<file path="config.mk">
export PLATFORM = sky130hd
export DESIGN_NAME = dram_block_hit_mask_decode
export DESIGN_NICKNAME = d
export VERILOG_FILES = /design/src/dram_hit_pkg.sv /design/src/dram_block_hit_mask_decode.sv
export VERILOG_INCLUDE_DIRS = /design/src
export SDC_FILE = /design/constraint.sdc
export NUM_CORES = 1
export LEC_CHECK = 0
export BUFFER_PORTS_ARGS = -buffer_cell sky130_fd_sc_hd__buf_2
export CORE_MARGIN = 4
export CORE_UTILIZATION = 50
export DETAILED_ROUTE_END_ITERATION = 8
export PLACE_DENSITY = 0.72
export SLEW_MARGIN = 20
export SYNTH_ARGS = -nofsm -noshare
export SYNTH_HDL_FRONTEND = slang
export SYNTH_SLANG_ARGS = --single-unit
</file>
<file path="constraint.sdc">
create_clock -name CLOCK -period 2.5 [get_ports CLOCK]
set_input_delay 0.125 -clock CLOCK [delete_from_list [all_inputs] [get_ports CLOCK]]
set_output_delay 0.125 -clock CLOCK [all_outputs]
set_load 0.03 [all_outputs]
</file>
<file path="src/dram_hit_map.svh">
// register offsets, field positions and reset values for the dram block hit decoder
// assumes inclusion by every file that decodes or drives these registers
`ifndef DRAM_HIT_MAP_SVH
`define DRAM_HIT_MAP_SVH

// byte offsets on the register bus
`define OFS_BLK0_COMPARE 4'h0
`define OFS_BLK0_MASK 4'h4
`define OFS_BLK1_COMPARE 4'h8
`define OFS_BLK1_MASK 4'hC

// mask register fields
`define FLD_CMP_HI 31
`define FLD_CMP_LO 18
`define FLD_WPROT 8
`define FLD_TYPE_HI 6
`define FLD_TYPE_LO 1
`define FLD_DECODE_ON 0

// writable bits of each register; reserved bits are held at zero
`define MASK_WRITABLE 32'hFFFC017F
`define COMPARE_WRITABLE 32'hFFFC0000

// reset values
`define MASK_RESET 32'h00000000
`define COMPARE_RESET 32'h00000000

// axi response codes
`define RESP_OKAY 2'h0
`define RESP_SLVERR 2'h2

`endif

</file>
<file path="src/dram_hit_pkg.sv">
// types shared by the dram block hit decoder
// assumes the map header for all numeric constants
`default_nettype none
package dram_hit_pkg;

  // one bus cycle in progress, as presented by the internal master
  typedef struct packed {
    logic [31:0] addr;      // cycle address
    logic write;            // write cycle
    logic cpu_space_iack;   // control-register move or interrupt acknowledge
    logic alternate_master; // external or dma master
    logic privileged_code;  // supervisor instruction access
    logic privileged_data;  // supervisor data access
    logic user_code;        // user instruction access
    logic user_data;        // user data access
  } bus_cycle_t;

  // decode outcome toward the dram timing and chip-select logic
  typedef struct packed {
    logic [1:0] block_hit;  // per-block hit that may run a dram cycle
    logic wprot_reject;     // write refused by a protected block
    logic pass_to_cs;       // cycle handed to chip-select decoder
  } hit_result_t;

  // external fallback cycle tracking
  typedef enum logic [1:0] {
    EXT_IDLE,
    EXT_WAIT
  } ext_state_t;

endpackage : dram_hit_pkg
`default_nettype wire

</file>
<file path="src/dram_block_hit_mask_decode.sv">
// hit decoder for two dram blocks with axi4-lite access to compare and mask registers
// assumes a single 25 mhz clock; bus cycle inputs come from logic on that clock
//
// The implementer's own choices: the AXI4-Lite slave port and the address map.
`timescale 1ns/1ns
`default_nettype none
`include "dram_hit_map.svh"

module dram_block_hit_mask_decode #(
  parameter int EXT_TIMEOUT = 16 // cycles an external fallback cycle waits for acknowledge
) (
  input wire logic CLOCK,
  input wire logic ARST_N,
  // axi4-lite slave
  input wire logic [3:0] S_AXI_AWADDR,
  input wire logic S_AXI_AWVALID,
  output logic S_AXI_AWREADY,
  input wire logic [31:0] S_AXI_WDATA,
  input wire logic [3:0] S_AXI_WSTRB,
  input wire logic S_AXI_WVALID,
  output logic S_AXI_WREADY,
  output logic [1:0] S_AXI_BRESP,
  output logic S_AXI_BVALID,
  input wire logic S_AXI_BREADY,
  input wire logic [3:0] S_AXI_ARADDR,
  input wire logic S_AXI_ARVALID,
  output logic S_AXI_ARREADY,
  output logic [31:0] S_AXI_RDATA,
  output logic [1:0] S_AXI_RRESP,
  output logic S_AXI_RVALID,
  input wire logic S_AXI_RREADY,
  // bus cycle from the internal master
  input wire logic CYCLE_VALID,
  input wire dram_hit_pkg::bus_cycle_t CYCLE,
  // chip-select decoder answer for a handed-over cycle
  input wire logic CS_HIT,
  // acknowledge of the external fallback cycle
  input wire logic EXT_ACK,
  // decode outcome
  output dram_hit_pkg::hit_result_t RESULT,
  output logic EXT_START,
  output logic ADDR_EXCEPTION,
  output logic ACCESS_EXCEPTION
);

  // ==========================================================
  // register file
  // ==========================================================
  logic [31:0] compare_q [2];  // block base compare values
  logic [31:0] mask_q [2];     // block hit mask registers
  logic aw_got_q;              // write address held
  logic w_got_q;               // write data held
  logic [3:0] awaddr_q;        // captured write address
  logic [31:0] wdata_q;        // captured write data
  logic [3:0] wstrb_q;         // captured byte strobes
  logic bvalid_q;              // write response pending
  logic [1:0] bresp_q;         // write response code
  logic rvalid_q;              // read data pending
  logic [31:0] rdata_q;        // read data
  logic [1:0] rresp_q;         // read response code
  logic wr_fire;               // both halves of a write held
  logic [31:0] strb_mask;      // byte enables widened to bits

  // address and data are accepted independently; ready drops once held
  assign S_AXI_AWREADY = !aw_got_q && !bvalid_q;
  assign S_AXI_WREADY = !w_got_q && !bvalid_q;
  assign S_AXI_ARREADY = !rvalid_q;
  assign S_AXI_BVALID = bvalid_q;
  assign S_AXI_BRESP = bresp_q;
  assign S_AXI_RVALID = rvalid_q;
  assign S_AXI_RDATA = rdata_q;
  assign S_AXI_RRESP = rresp_q;
  assign wr_fire = aw_got_q && w_got_q && !bvalid_q;
  assign strb_mask = {{8{wstrb_q[3]}}, {8{wstrb_q[2]}}, {8{wstrb_q[1]}}, {8{wstrb_q[0]}}};

  // capture of the write address and data channels
  always_ff @(posedge CLOCK or negedge ARST_N) begin
    if (!ARST_N) begin
      aw_got_q <= 1'b0;
      w_got_q <= 1'b0;
      awaddr_q <= 4'h0;
      wdata_q <= 32'h00000000;
      wstrb_q <= 4'h0;
    end else begin
      if (S_AXI_AWVALID && S_AXI_AWREADY) begin
        aw_got_q <= 1'b1;
        awaddr_q <= S_AXI_AWADDR;
      end else if (wr_fire) begin
        aw_got_q <= 1'b0;
      end
      if (S_AXI_WVALID && S_AXI_WREADY) begin
        w_got_q <= 1'b1;
        wdata_q <= S_AXI_WDATA;
        wstrb_q <= S_AXI_WSTRB;
      end else if (wr_fire) begin
        w_got_q <= 1'b0;
      end
    end
  end

  // register update and write response; reserved bits never store, so they read zero
  always_ff @(posedge CLOCK or negedge ARST_N) begin
    if (!ARST_N) begin
      compare_q[0] <= `COMPARE_RESET;
      compare_q[1] <= `COMPARE_RESET;
      mask_q[0] <= `MASK_RESET; // decode enable cleared
      mask_q[1] <= `MASK_RESET; // decode enable cleared
      bvalid_q <= 1'b0;
      bresp_q <= `RESP_OKAY;
    end else begin
      if (wr_fire) begin
        bvalid_q <= 1'b1;
        bresp_q <= `RESP_OKAY;
        case (awaddr_q)
          `OFS_BLK0_COMPARE: begin
            compare_q[0] <= (compare_q[0] & ~strb_mask) | (wdata_q & strb_mask & `COMPARE_WRITABLE);
          end
          `OFS_BLK0_MASK: begin
            // reserved mask bits dropped even if software sets them
            mask_q[0] <= (mask_q[0] & ~strb_mask) | (wdata_q & strb_mask & `MASK_WRITABLE);
          end
          `OFS_BLK1_COMPARE: begin
            compare_q[1] <= (compare_q[1] & ~strb_mask) | (wdata_q & strb_mask & `COMPARE_WRITABLE);
          end
          `OFS_BLK1_MASK: begin
            mask_q[1] <= (mask_q[1] & ~strb_mask) | (wdata_q & strb_mask & `MASK_WRITABLE);
          end
          default: begin
            // unmapped address: nothing stored, error answer
            bresp_q <= `RESP_SLVERR;
          end
        endcase
      end else if (bvalid_q && S_AXI_BREADY) begin
        bvalid_q <= 1'b0;
      end
    end
  end

  // read channel; answer one cycle after the address is taken
  always_ff @(posedge CLOCK or negedge ARST_N) begin
    if (!ARST_N) begin
      rvalid_q <= 1'b0;
      rdata_q <= 32'h00000000;
      rresp_q <= `RESP_OKAY;
    end else begin
      if (S_AXI_ARVALID && S_AXI_ARREADY) begin
        rvalid_q <= 1'b1;
        rresp_q <= `RESP_OKAY;
        case (S_AXI_ARADDR)
          `OFS_BLK0_COMPARE: rdata_q <= compare_q[0];
          `OFS_BLK0_MASK: rdata_q <= mask_q[0];
          `OFS_BLK1_COMPARE: rdata_q <= compare_q[1];
          `OFS_BLK1_MASK: rdata_q <= mask_q[1];
          default: begin
            rdata_q <= 32'h00000000;
            rresp_q <= `RESP_SLVERR;
          end
        endcase
      end else if (rvalid_q && S_AXI_RREADY) begin
        rvalid_q <= 1'b0;
      end
    end
  end

  // ==========================================================
  // hit decode
  // ==========================================================
  logic [1:0] raw_hit;     // address, type and enable all match
  logic [1:0] prot_hit;    // raw hit that is a write to a protected block
  logic [5:0] cyc_types;   // access type vector in mask bit order

  // type order follows the mask field, bit six first
  assign cyc_types = {CYCLE.cpu_space_iack, CYCLE.alternate_master, CYCLE.privileged_code,
                      CYCLE.privileged_data, CYCLE.user_code, CYCLE.user_data};

  // one identical decoder per block
  for (genvar b = 0; b < 2; b++) begin : g_blk
    logic addr_match; // all unmasked address bits equal
    logic type_ok;    // no active type of this cycle is masked
    // per-bit masking, so any mask pattern works
    assign addr_match = (((CYCLE.addr[`FLD_CMP_HI:`FLD_CMP_LO]
                         ^ compare_q[b][`FLD_CMP_HI:`FLD_CMP_LO])
                         & ~mask_q[b][`FLD_CMP_HI:`FLD_CMP_LO]) == 14'h0000);
    // a set type mask bit blocks a cycle of that type
    assign type_ok = ((cyc_types & mask_q[b][`FLD_TYPE_HI:`FLD_TYPE_LO]) == 6'h00);
    // nothing decodes while the enable bit is clear
    assign raw_hit[b] = CYCLE_VALID && mask_q[b][`FLD_DECODE_ON] && addr_match && type_ok;
    // writes into a protected block are refused
    assign prot_hit[b] = raw_hit[b] && CYCLE.write && mask_q[b][`FLD_WPROT];
  end

  // ==========================================================
  // outcome registers and external fallback
  // ==========================================================
  // one cycle beyond the last cycle at which a fallback outcome may be seen, counted from the start pulse
  localparam int EXC_LAT = EXT_TIMEOUT + 1;
  dram_hit_pkg::ext_state_t ext_q;  // fallback cycle tracker
  logic [7:0] ext_cnt_q;            // cycles waited for acknowledge
  logic refused;                    // a protected write seen this cycle

  assign refused = |prot_hit;

  // registered decode outcome, one cycle behind the bus cycle
  always_ff @(posedge CLOCK or negedge ARST_N) begin
    if (!ARST_N) begin
      RESULT <= '0;
      ADDR_EXCEPTION <= 1'b0;
    end else begin
      RESULT.block_hit <= raw_hit & ~prot_hit;    // refused write runs no dram cycle
      RESULT.wprot_reject <= refused;
      RESULT.pass_to_cs <= refused;               // handed to chip-select
      ADDR_EXCEPTION <= refused;                  // one-cycle exception pulse
    end
  end

  // fallback external cycle when chip-select misses; timeout means no acknowledge
  always_ff @(posedge CLOCK or negedge ARST_N) begin
    if (!ARST_N) begin
      ext_q <= dram_hit_pkg::EXT_IDLE;
      ext_cnt_q <= 8'h00;
      EXT_START <= 1'b0;
      ACCESS_EXCEPTION <= 1'b0;
    end else begin
      EXT_START <= 1'b0;
      ACCESS_EXCEPTION <= 1'b0;
      case (ext_q)
        dram_hit_pkg::EXT_IDLE: begin
          // chip-select answer is sampled in the same cycle that RESULT.pass_to_cs is high
          if (RESULT.pass_to_cs && !CS_HIT) begin
            EXT_START <= 1'b1;
            ext_q <= dram_hit_pkg::EXT_WAIT;
            ext_cnt_q <= 8'h00;
          end
        end
        dram_hit_pkg::EXT_WAIT: begin
          if (EXT_ACK) begin
            ext_q <= dram_hit_pkg::EXT_IDLE;
          end else if (ext_cnt_q == 8'(EXT_TIMEOUT - 1)) begin
            ACCESS_EXCEPTION <= 1'b1;
            ext_q <= dram_hit_pkg::EXT_IDLE;
          end else begin
            ext_cnt_q <= ext_cnt_q + 8'h01;
          end
        end
        default: begin
          ext_q <= dram_hit_pkg::EXT_IDLE;
        end
      endcase
    end
  end

  // ==========================================================
  // checks
  // ==========================================================
  disabled_no_hit_a: assert property (@(posedge CLOCK) disable iff (!ARST_N)
    !$past(mask_q[0][`FLD_DECODE_ON]) |-> !RESULT.block_hit[0] && !RESULT.wprot_reject)
    else $error("block 0 decoded while disabled");
  reset_clears_on_a: assert property (@(posedge CLOCK)
    $rose(ARST_N) |-> !mask_q[0][`FLD_DECODE_ON] && !mask_q[1][`FLD_DECODE_ON])
    else $error("decode enable set after reset");
  prot_write_block_a: assert property (@(posedge CLOCK) disable iff (!ARST_N)
    prot_hit[0] |=> !RESULT.block_hit[0] && ADDR_EXCEPTION)
    else $error("protected write reached dram");
  unprot_write_ok_a: assert property (@(posedge CLOCK) disable iff (!ARST_N)
    raw_hit[0] && !mask_q[0][`FLD_WPROT] |=> RESULT.block_hit[0])
    else $error("unprotected hit lost");
  masked_type_a: assert property (@(posedge CLOCK) disable iff (!ARST_N)
    CYCLE_VALID && CYCLE.user_data && mask_q[0][`FLD_TYPE_LO] |=> !RESULT.block_hit[0])
    else $error("masked access type hit");
  addr_mismatch_a: assert property (@(posedge CLOCK) disable iff (!ARST_N)
    CYCLE_VALID && !mask_q[1][`FLD_CMP_HI] && (CYCLE.addr[`FLD_CMP_HI] != compare_q[1][`FLD_CMP_HI])
    |=> !RESULT.block_hit[1])
    else $error("unmasked mismatch hit");
  masked_bit_hit_a: assert property (@(posedge CLOCK) disable iff (!ARST_N)
    CYCLE_VALID && mask_q[0][`FLD_DECODE_ON] && !CYCLE.write
    && (mask_q[0][`FLD_TYPE_HI:`FLD_TYPE_LO] == 6'h00)
    && (mask_q[0][`FLD_CMP_HI:`FLD_CMP_LO] == 14'h3FFF) |=> RESULT.block_hit[0])
    else $error("fully masked block missed");
  cs_miss_ext_a: assert property (@(posedge CLOCK) disable iff (!ARST_N)
    RESULT.pass_to_cs && !CS_HIT && ext_q == dram_hit_pkg::EXT_IDLE |=> EXT_START)
    else $error("no external cycle on chip-select miss");
  no_ack_exc_a: assert property (@(posedge CLOCK) disable iff (!ARST_N)
    EXT_START |-> ##[1:EXC_LAT] (ACCESS_EXCEPTION || EXT_ACK))
    else $error("missing access exception");
  reserved_zero_a: assert property (@(posedge CLOCK) disable iff (!ARST_N)
    (mask_q[1] & ~`MASK_WRITABLE) == 32'h00000000)
    else $error("reserved mask bits stored");

endmodule : dram_block_hit_mask_decode
`default_nettype wire

</file>
==> Yosys cells after proc, flatten, opt, wreduce, memory -nomap -nowiden <==
Cells that the tools add are included.
{ "word_totals": {"regBits": 223, "latchBits": 0, "ramBits": 0, "mem_bits_ro": 0, "in_bits": 93, "out_inout_bits": 48, "wordCells": 122, "n_memories": 0} }
{ "op_classes": {"addsub": 1, "multipliers": 0, "div": 0, "magnitude_cmp": 0, "n_eq_ne": 12, "n_shift": 0, "n_mux": 23, "bitwise_logic": 20, "n_reduce_logical": 46} }
{ "op_table": {"columns": ["operator", "n"], "rows": [
  ["$and 32x32->32", 5],
  ["$or 32x32->32", 4],
  ["$pmux 32 s4", 1],
  ["$not 32->32", 1],
  ["$and 14x14->14", 2],
  ["$logic_not 14->1", 2],
  ["$not 14->14", 2],
  ["$xor 14x14->14", 2],
  ["$mux 8", 3],
  ["$logic_and 1x1->1", 20],
  ["$eq 4x4->1 const B", 4],
  ["$pmux 8 s2", 1],
  ["$and 6x6->6", 2],
  ["$logic_not 6->1", 2],
  ["$mux 1", 12],
  ["$mux 2", 5],
  ["$reduce_and 2->1", 5],
  ["$reduce_bool 2->1", 5],
  ["$add 8x1->8 const B", 1],
  ["$eq 4x3->1 const B", 2],
  ["$eq 8x4->1 const B", 1],
  ["$logic_not 4->1", 2],
  ["$reduce_or 4->1", 2],
  ["$ne 2x2->1 const B", 3],
  ["other kinds (9)", 13]
]} }

==> Logic depth before layout (Yosys ltp) <==
{ "depth": {"ltp_word": 9, "ltp_mapped": 6} }

==> Least setup slack after synthesis <==
OpenSTA, ideal clock, no wires.
{ "synth_timing": {"path_kind": "register to register", "start": "register bvalid_q, in the netlist S_AXI_BVALID", "end": "register (tool-made name)", "setup_time_ns": 0.125, "arrival_time_ns": 1.830, "required_ns": 2.375, "setup_slack_ns": 0.545, "path_stages_with_launch": 6, "n_path_buf": 0, "synth_period_minus_slack_ns": 1.955, "cell_sequence": "dfrtp_1 > nand3b_4 > or3_4 > nor3b_4 > nand2_2 > mux2_2"} }
{ "synth_lines": {"columns": ["element", "line", "source"], "rows": [
  ["start: declaration", "dram_block_hit_mask_decode.sv:56", "logic bvalid_q;"],
  ["start signal: assignment", "dram_block_hit_mask_decode.sv:108", "bvalid_q <= 1'b0;"],
  ["start signal: assignment", "dram_block_hit_mask_decode.sv:112", "bvalid_q <= 1'b1;"],
  ["start signal: assignment", "dram_block_hit_mask_decode.sv:134", "bvalid_q <= 1'b0;"]
]} }

==> results.cfg <==
[layout]
nFillCells = 1356
finalInstanceArea_um2 = 10700
stdcell_count = 1064
layout-drive-gt1-share_pct = 32.8
area_growth_pct = 22.2
nNetsFinal = 917
fin_util_pct = 62.0

[grt]
grt_pass1_wl_um = 34100
grt_max_degree = 141
antenna_found_initial = 1
grt.overflow.total = 0
grt_usage_pct = 21.5
grt_pass1_vias = 6468

[timing]
setup_viol = 0
max_freq_mhz = 463
drv_slew = 0
slew_headroom_pct = 34.8
rsz0062_at_grt = false
tightest_slew_ns = 0.975
period_share_pct = 86.5
fin_setup_tns_ns = 0
finalCriticalPeriod_ns = 2.16
finClkSkew_ns = 0.0145
finalHoldViolCount = 0

[clock_network]
tritoncts = built
post-cts-setup-buffers = 0
clk_pin_slew_worst_paths_ns = 0.06
cts_root_buf = clkbuf_16
numCtsBuffers = 22
cts_sinks = 210
htreeDepth = 1
cts_buffer_depth = 3
clock_latency_ns = 0.51

[floorplanning]
floorplan.initialDensity_pct = 50.7
die_x_um = 140
row_count = 48
die_area_um2 = 19600
ioPinCount = 141
fp.dieH_um = 140
core_um2 = 17200

[critical_path]
path_class = register to register
start_kind = register
endpoint_kind = register
critPathLaunch = S_AXI_BVALID$_DFFE_PN0P_
worstPathRequired_ns = 2.88
critPathMaxFanout = 8
reg2reg_from = S_AXI_BVALID$_DFFE_PN0P_
cp_data_arrival_time_ns = 2.54

[drt]
drt_pre_antenna_iters = 6
postRouteAntennaNets = 0
viasPerCell = 5.65
drt_iter0_drc = 302
routedWlPerCell_um = 19.6
dr_total_vias = 6010
drc = 0
wl_um = 20800

[synth]
synth_seq_cells = 210
synth_top_family_by_area = multiplexers
ys_warn_count = 0
synth_compound_area_share_pct = 10.6
synth_cells = 671
synth_xor_xnor_area_share_pct = 3.42
ys_seq_area_share_pct = 60.3
syn-cell-area_um2 = 8710
postSynthAreaPerCell_um2 = 13.0
synth.cells.most_frequent = dfrtp_1 (210), mux2_2 (102), and2_1 (56)
ys.flop_type = dfrtp_1
synth.area.mux_share_pct = 13.3
synth_most_common_cell = dfrtp_1
synthAdderAreaFrac_pct = 0.144
async_flop_share_pct = 100
synthTopCellsByArea = dfrtp_1 (60%), mux2_2 (13%), and2_1 (4.0%)
synth_cell_types = 46
post-synth-top-area-cell = dfrtp_1
synthSimpleGateAreaFrac_pct = 10.5
synth_top_area_share_pct = 60.3
synth_edf_count = 0

[power]
total_power_mw = 9.71
seqPwrFrac_pct = 49.1
ir_worst_vdd_mv = 0.567
leakage_nw = 5.08
p_int_mw = 6.94
switching_share_pct = 28.6
p_per_area_nw_per_um2 = 912
p_switching_mw = 2.78
power_frac_comb_pct = 18.0
pwr-share-clk_pct = 33.0

[placement]
placed_cell_area_um2 = 9550
dpl.hpwl_um = 13600
dp_cells = 986
gp_congestion = 0.881
io_buffer_count = 110

[job]
drv_cap = 0

[hold_path]
hp-class = primary input to asynchronous set/reset pin

[outcome]
status = completed
[cells in the final DEF (no fill, tap or decap), types with 7 or more instances in the layout]
cell type,Yosys,layout
dlygate4sd3_1,0,38
and2_1,56,56
clkbuf_8,0,7
xnor2_1,31,31
buf_2,3,109
o22ai_1,14,14
buf_4,4,7
nor2_1,16,16
a221oi_1,32,32
a22o_1,32,32
nand2_1,46,46
dfrtp_1,210,210
o21ai_0,32,32
clkbuf_16,0,22
nand2_2,7,7
mux2_2,102,102
[metrics by stage]
stage | hold slack, ns | setup slack [ns]
after global routing | 0.0365 | 0.261
after floorplan | -0.171 | 0.545
after CTS | 0.0193 | 0.330
after global placement | -0.0152 | 0.416
final | 0.0245 | 0.338
after detailed placement | -0.0110 | 0.381
[final timing paths]
| kind | end | slack [ns] | cells after the start |
|---|---|---|---|
| hold reg to reg | S_AXI_RDATA[13]$_DFFE_PN0P_ | 0.47 | 2 |
| min in group CLOCK | RESULT[2]$_DFF_PN0_ | 0.11 | 4 |
| setup reg to reg | register | 0.34 | 5 |
| hold / removal | mask_q[12]$_DFFE_PN0P_ | 0.02 | 2 |
| setup / recovery | register | 0.34 | 5 |
| max in group asynchronous | wdata_q[24]$_DFFE_PN0P_ | 1.51 | 3 |
[critical path: stages, from the launching register on]
cell,delay (ns)
dfrtp_1,0.45
nand3b_4,0.21
or3_4,0.39
nor3_2,0.36
nand2_2,0.28
mux2_2,0.34
[layout make-up]
type | count | area [um2] | area share, %
diodes | 1 | 2.50 | 0.0235
clock buffers | 31 | 644 | 6.05
clock inverters | 8 | 76.3 | 0.717
inverters | 7 | 26.3 | 0.247
multi-input cells | 426 | 3350 | 31.5
flip-flops and latches | 210 | 5260 | 49.3
well taps | 225 | 282 | 2.64
repair buffers | 156 | 1010 | 9.50
[metal layers]
layer | share of wire, % | vias up | track usage, %
li1 | - | 2721 | -
met1 | 43 | 3060 | 29.0
met2 | 49 | 185 | 35.8
met3 | 6.1 | 42 | 3.86
met4 | 2.1 | 2 | 6.43
met5 | 0.034 | - | 0
[power groups by stage]
stage / combinational [mW] / clock [mW] / sequential [mW]
2_1_floorplan: 1.25 / 0 / 4.62
3_3_place_gp: 1.63 / 0 / 4.74
3_5_place_dp: 1.70 / 0 / 4.81
4_1_cts: 1.76 / 3.26 / 4.75
5_1_grt: 1.90 / 3.42 / 4.87
6_report: 1.75 / 3.20 / 4.77
[repair_timing]
action | 4_1_cts | 5_1_grt
hold buffers | 38 | 0
endpoints found under the hold margin | 255 | 0
gates resized for setup | 0 | 0
[logic make-up after synthesis]
kind of cell | after synthesis
other cells | 1
fa+ha+maj | 1
flops | 210
buf+inv | 36
mux | 103
compound gates | 126
xor+xnor | 34
simple gates | 160
Note: power is estimated with default switching activity, not from simulation.
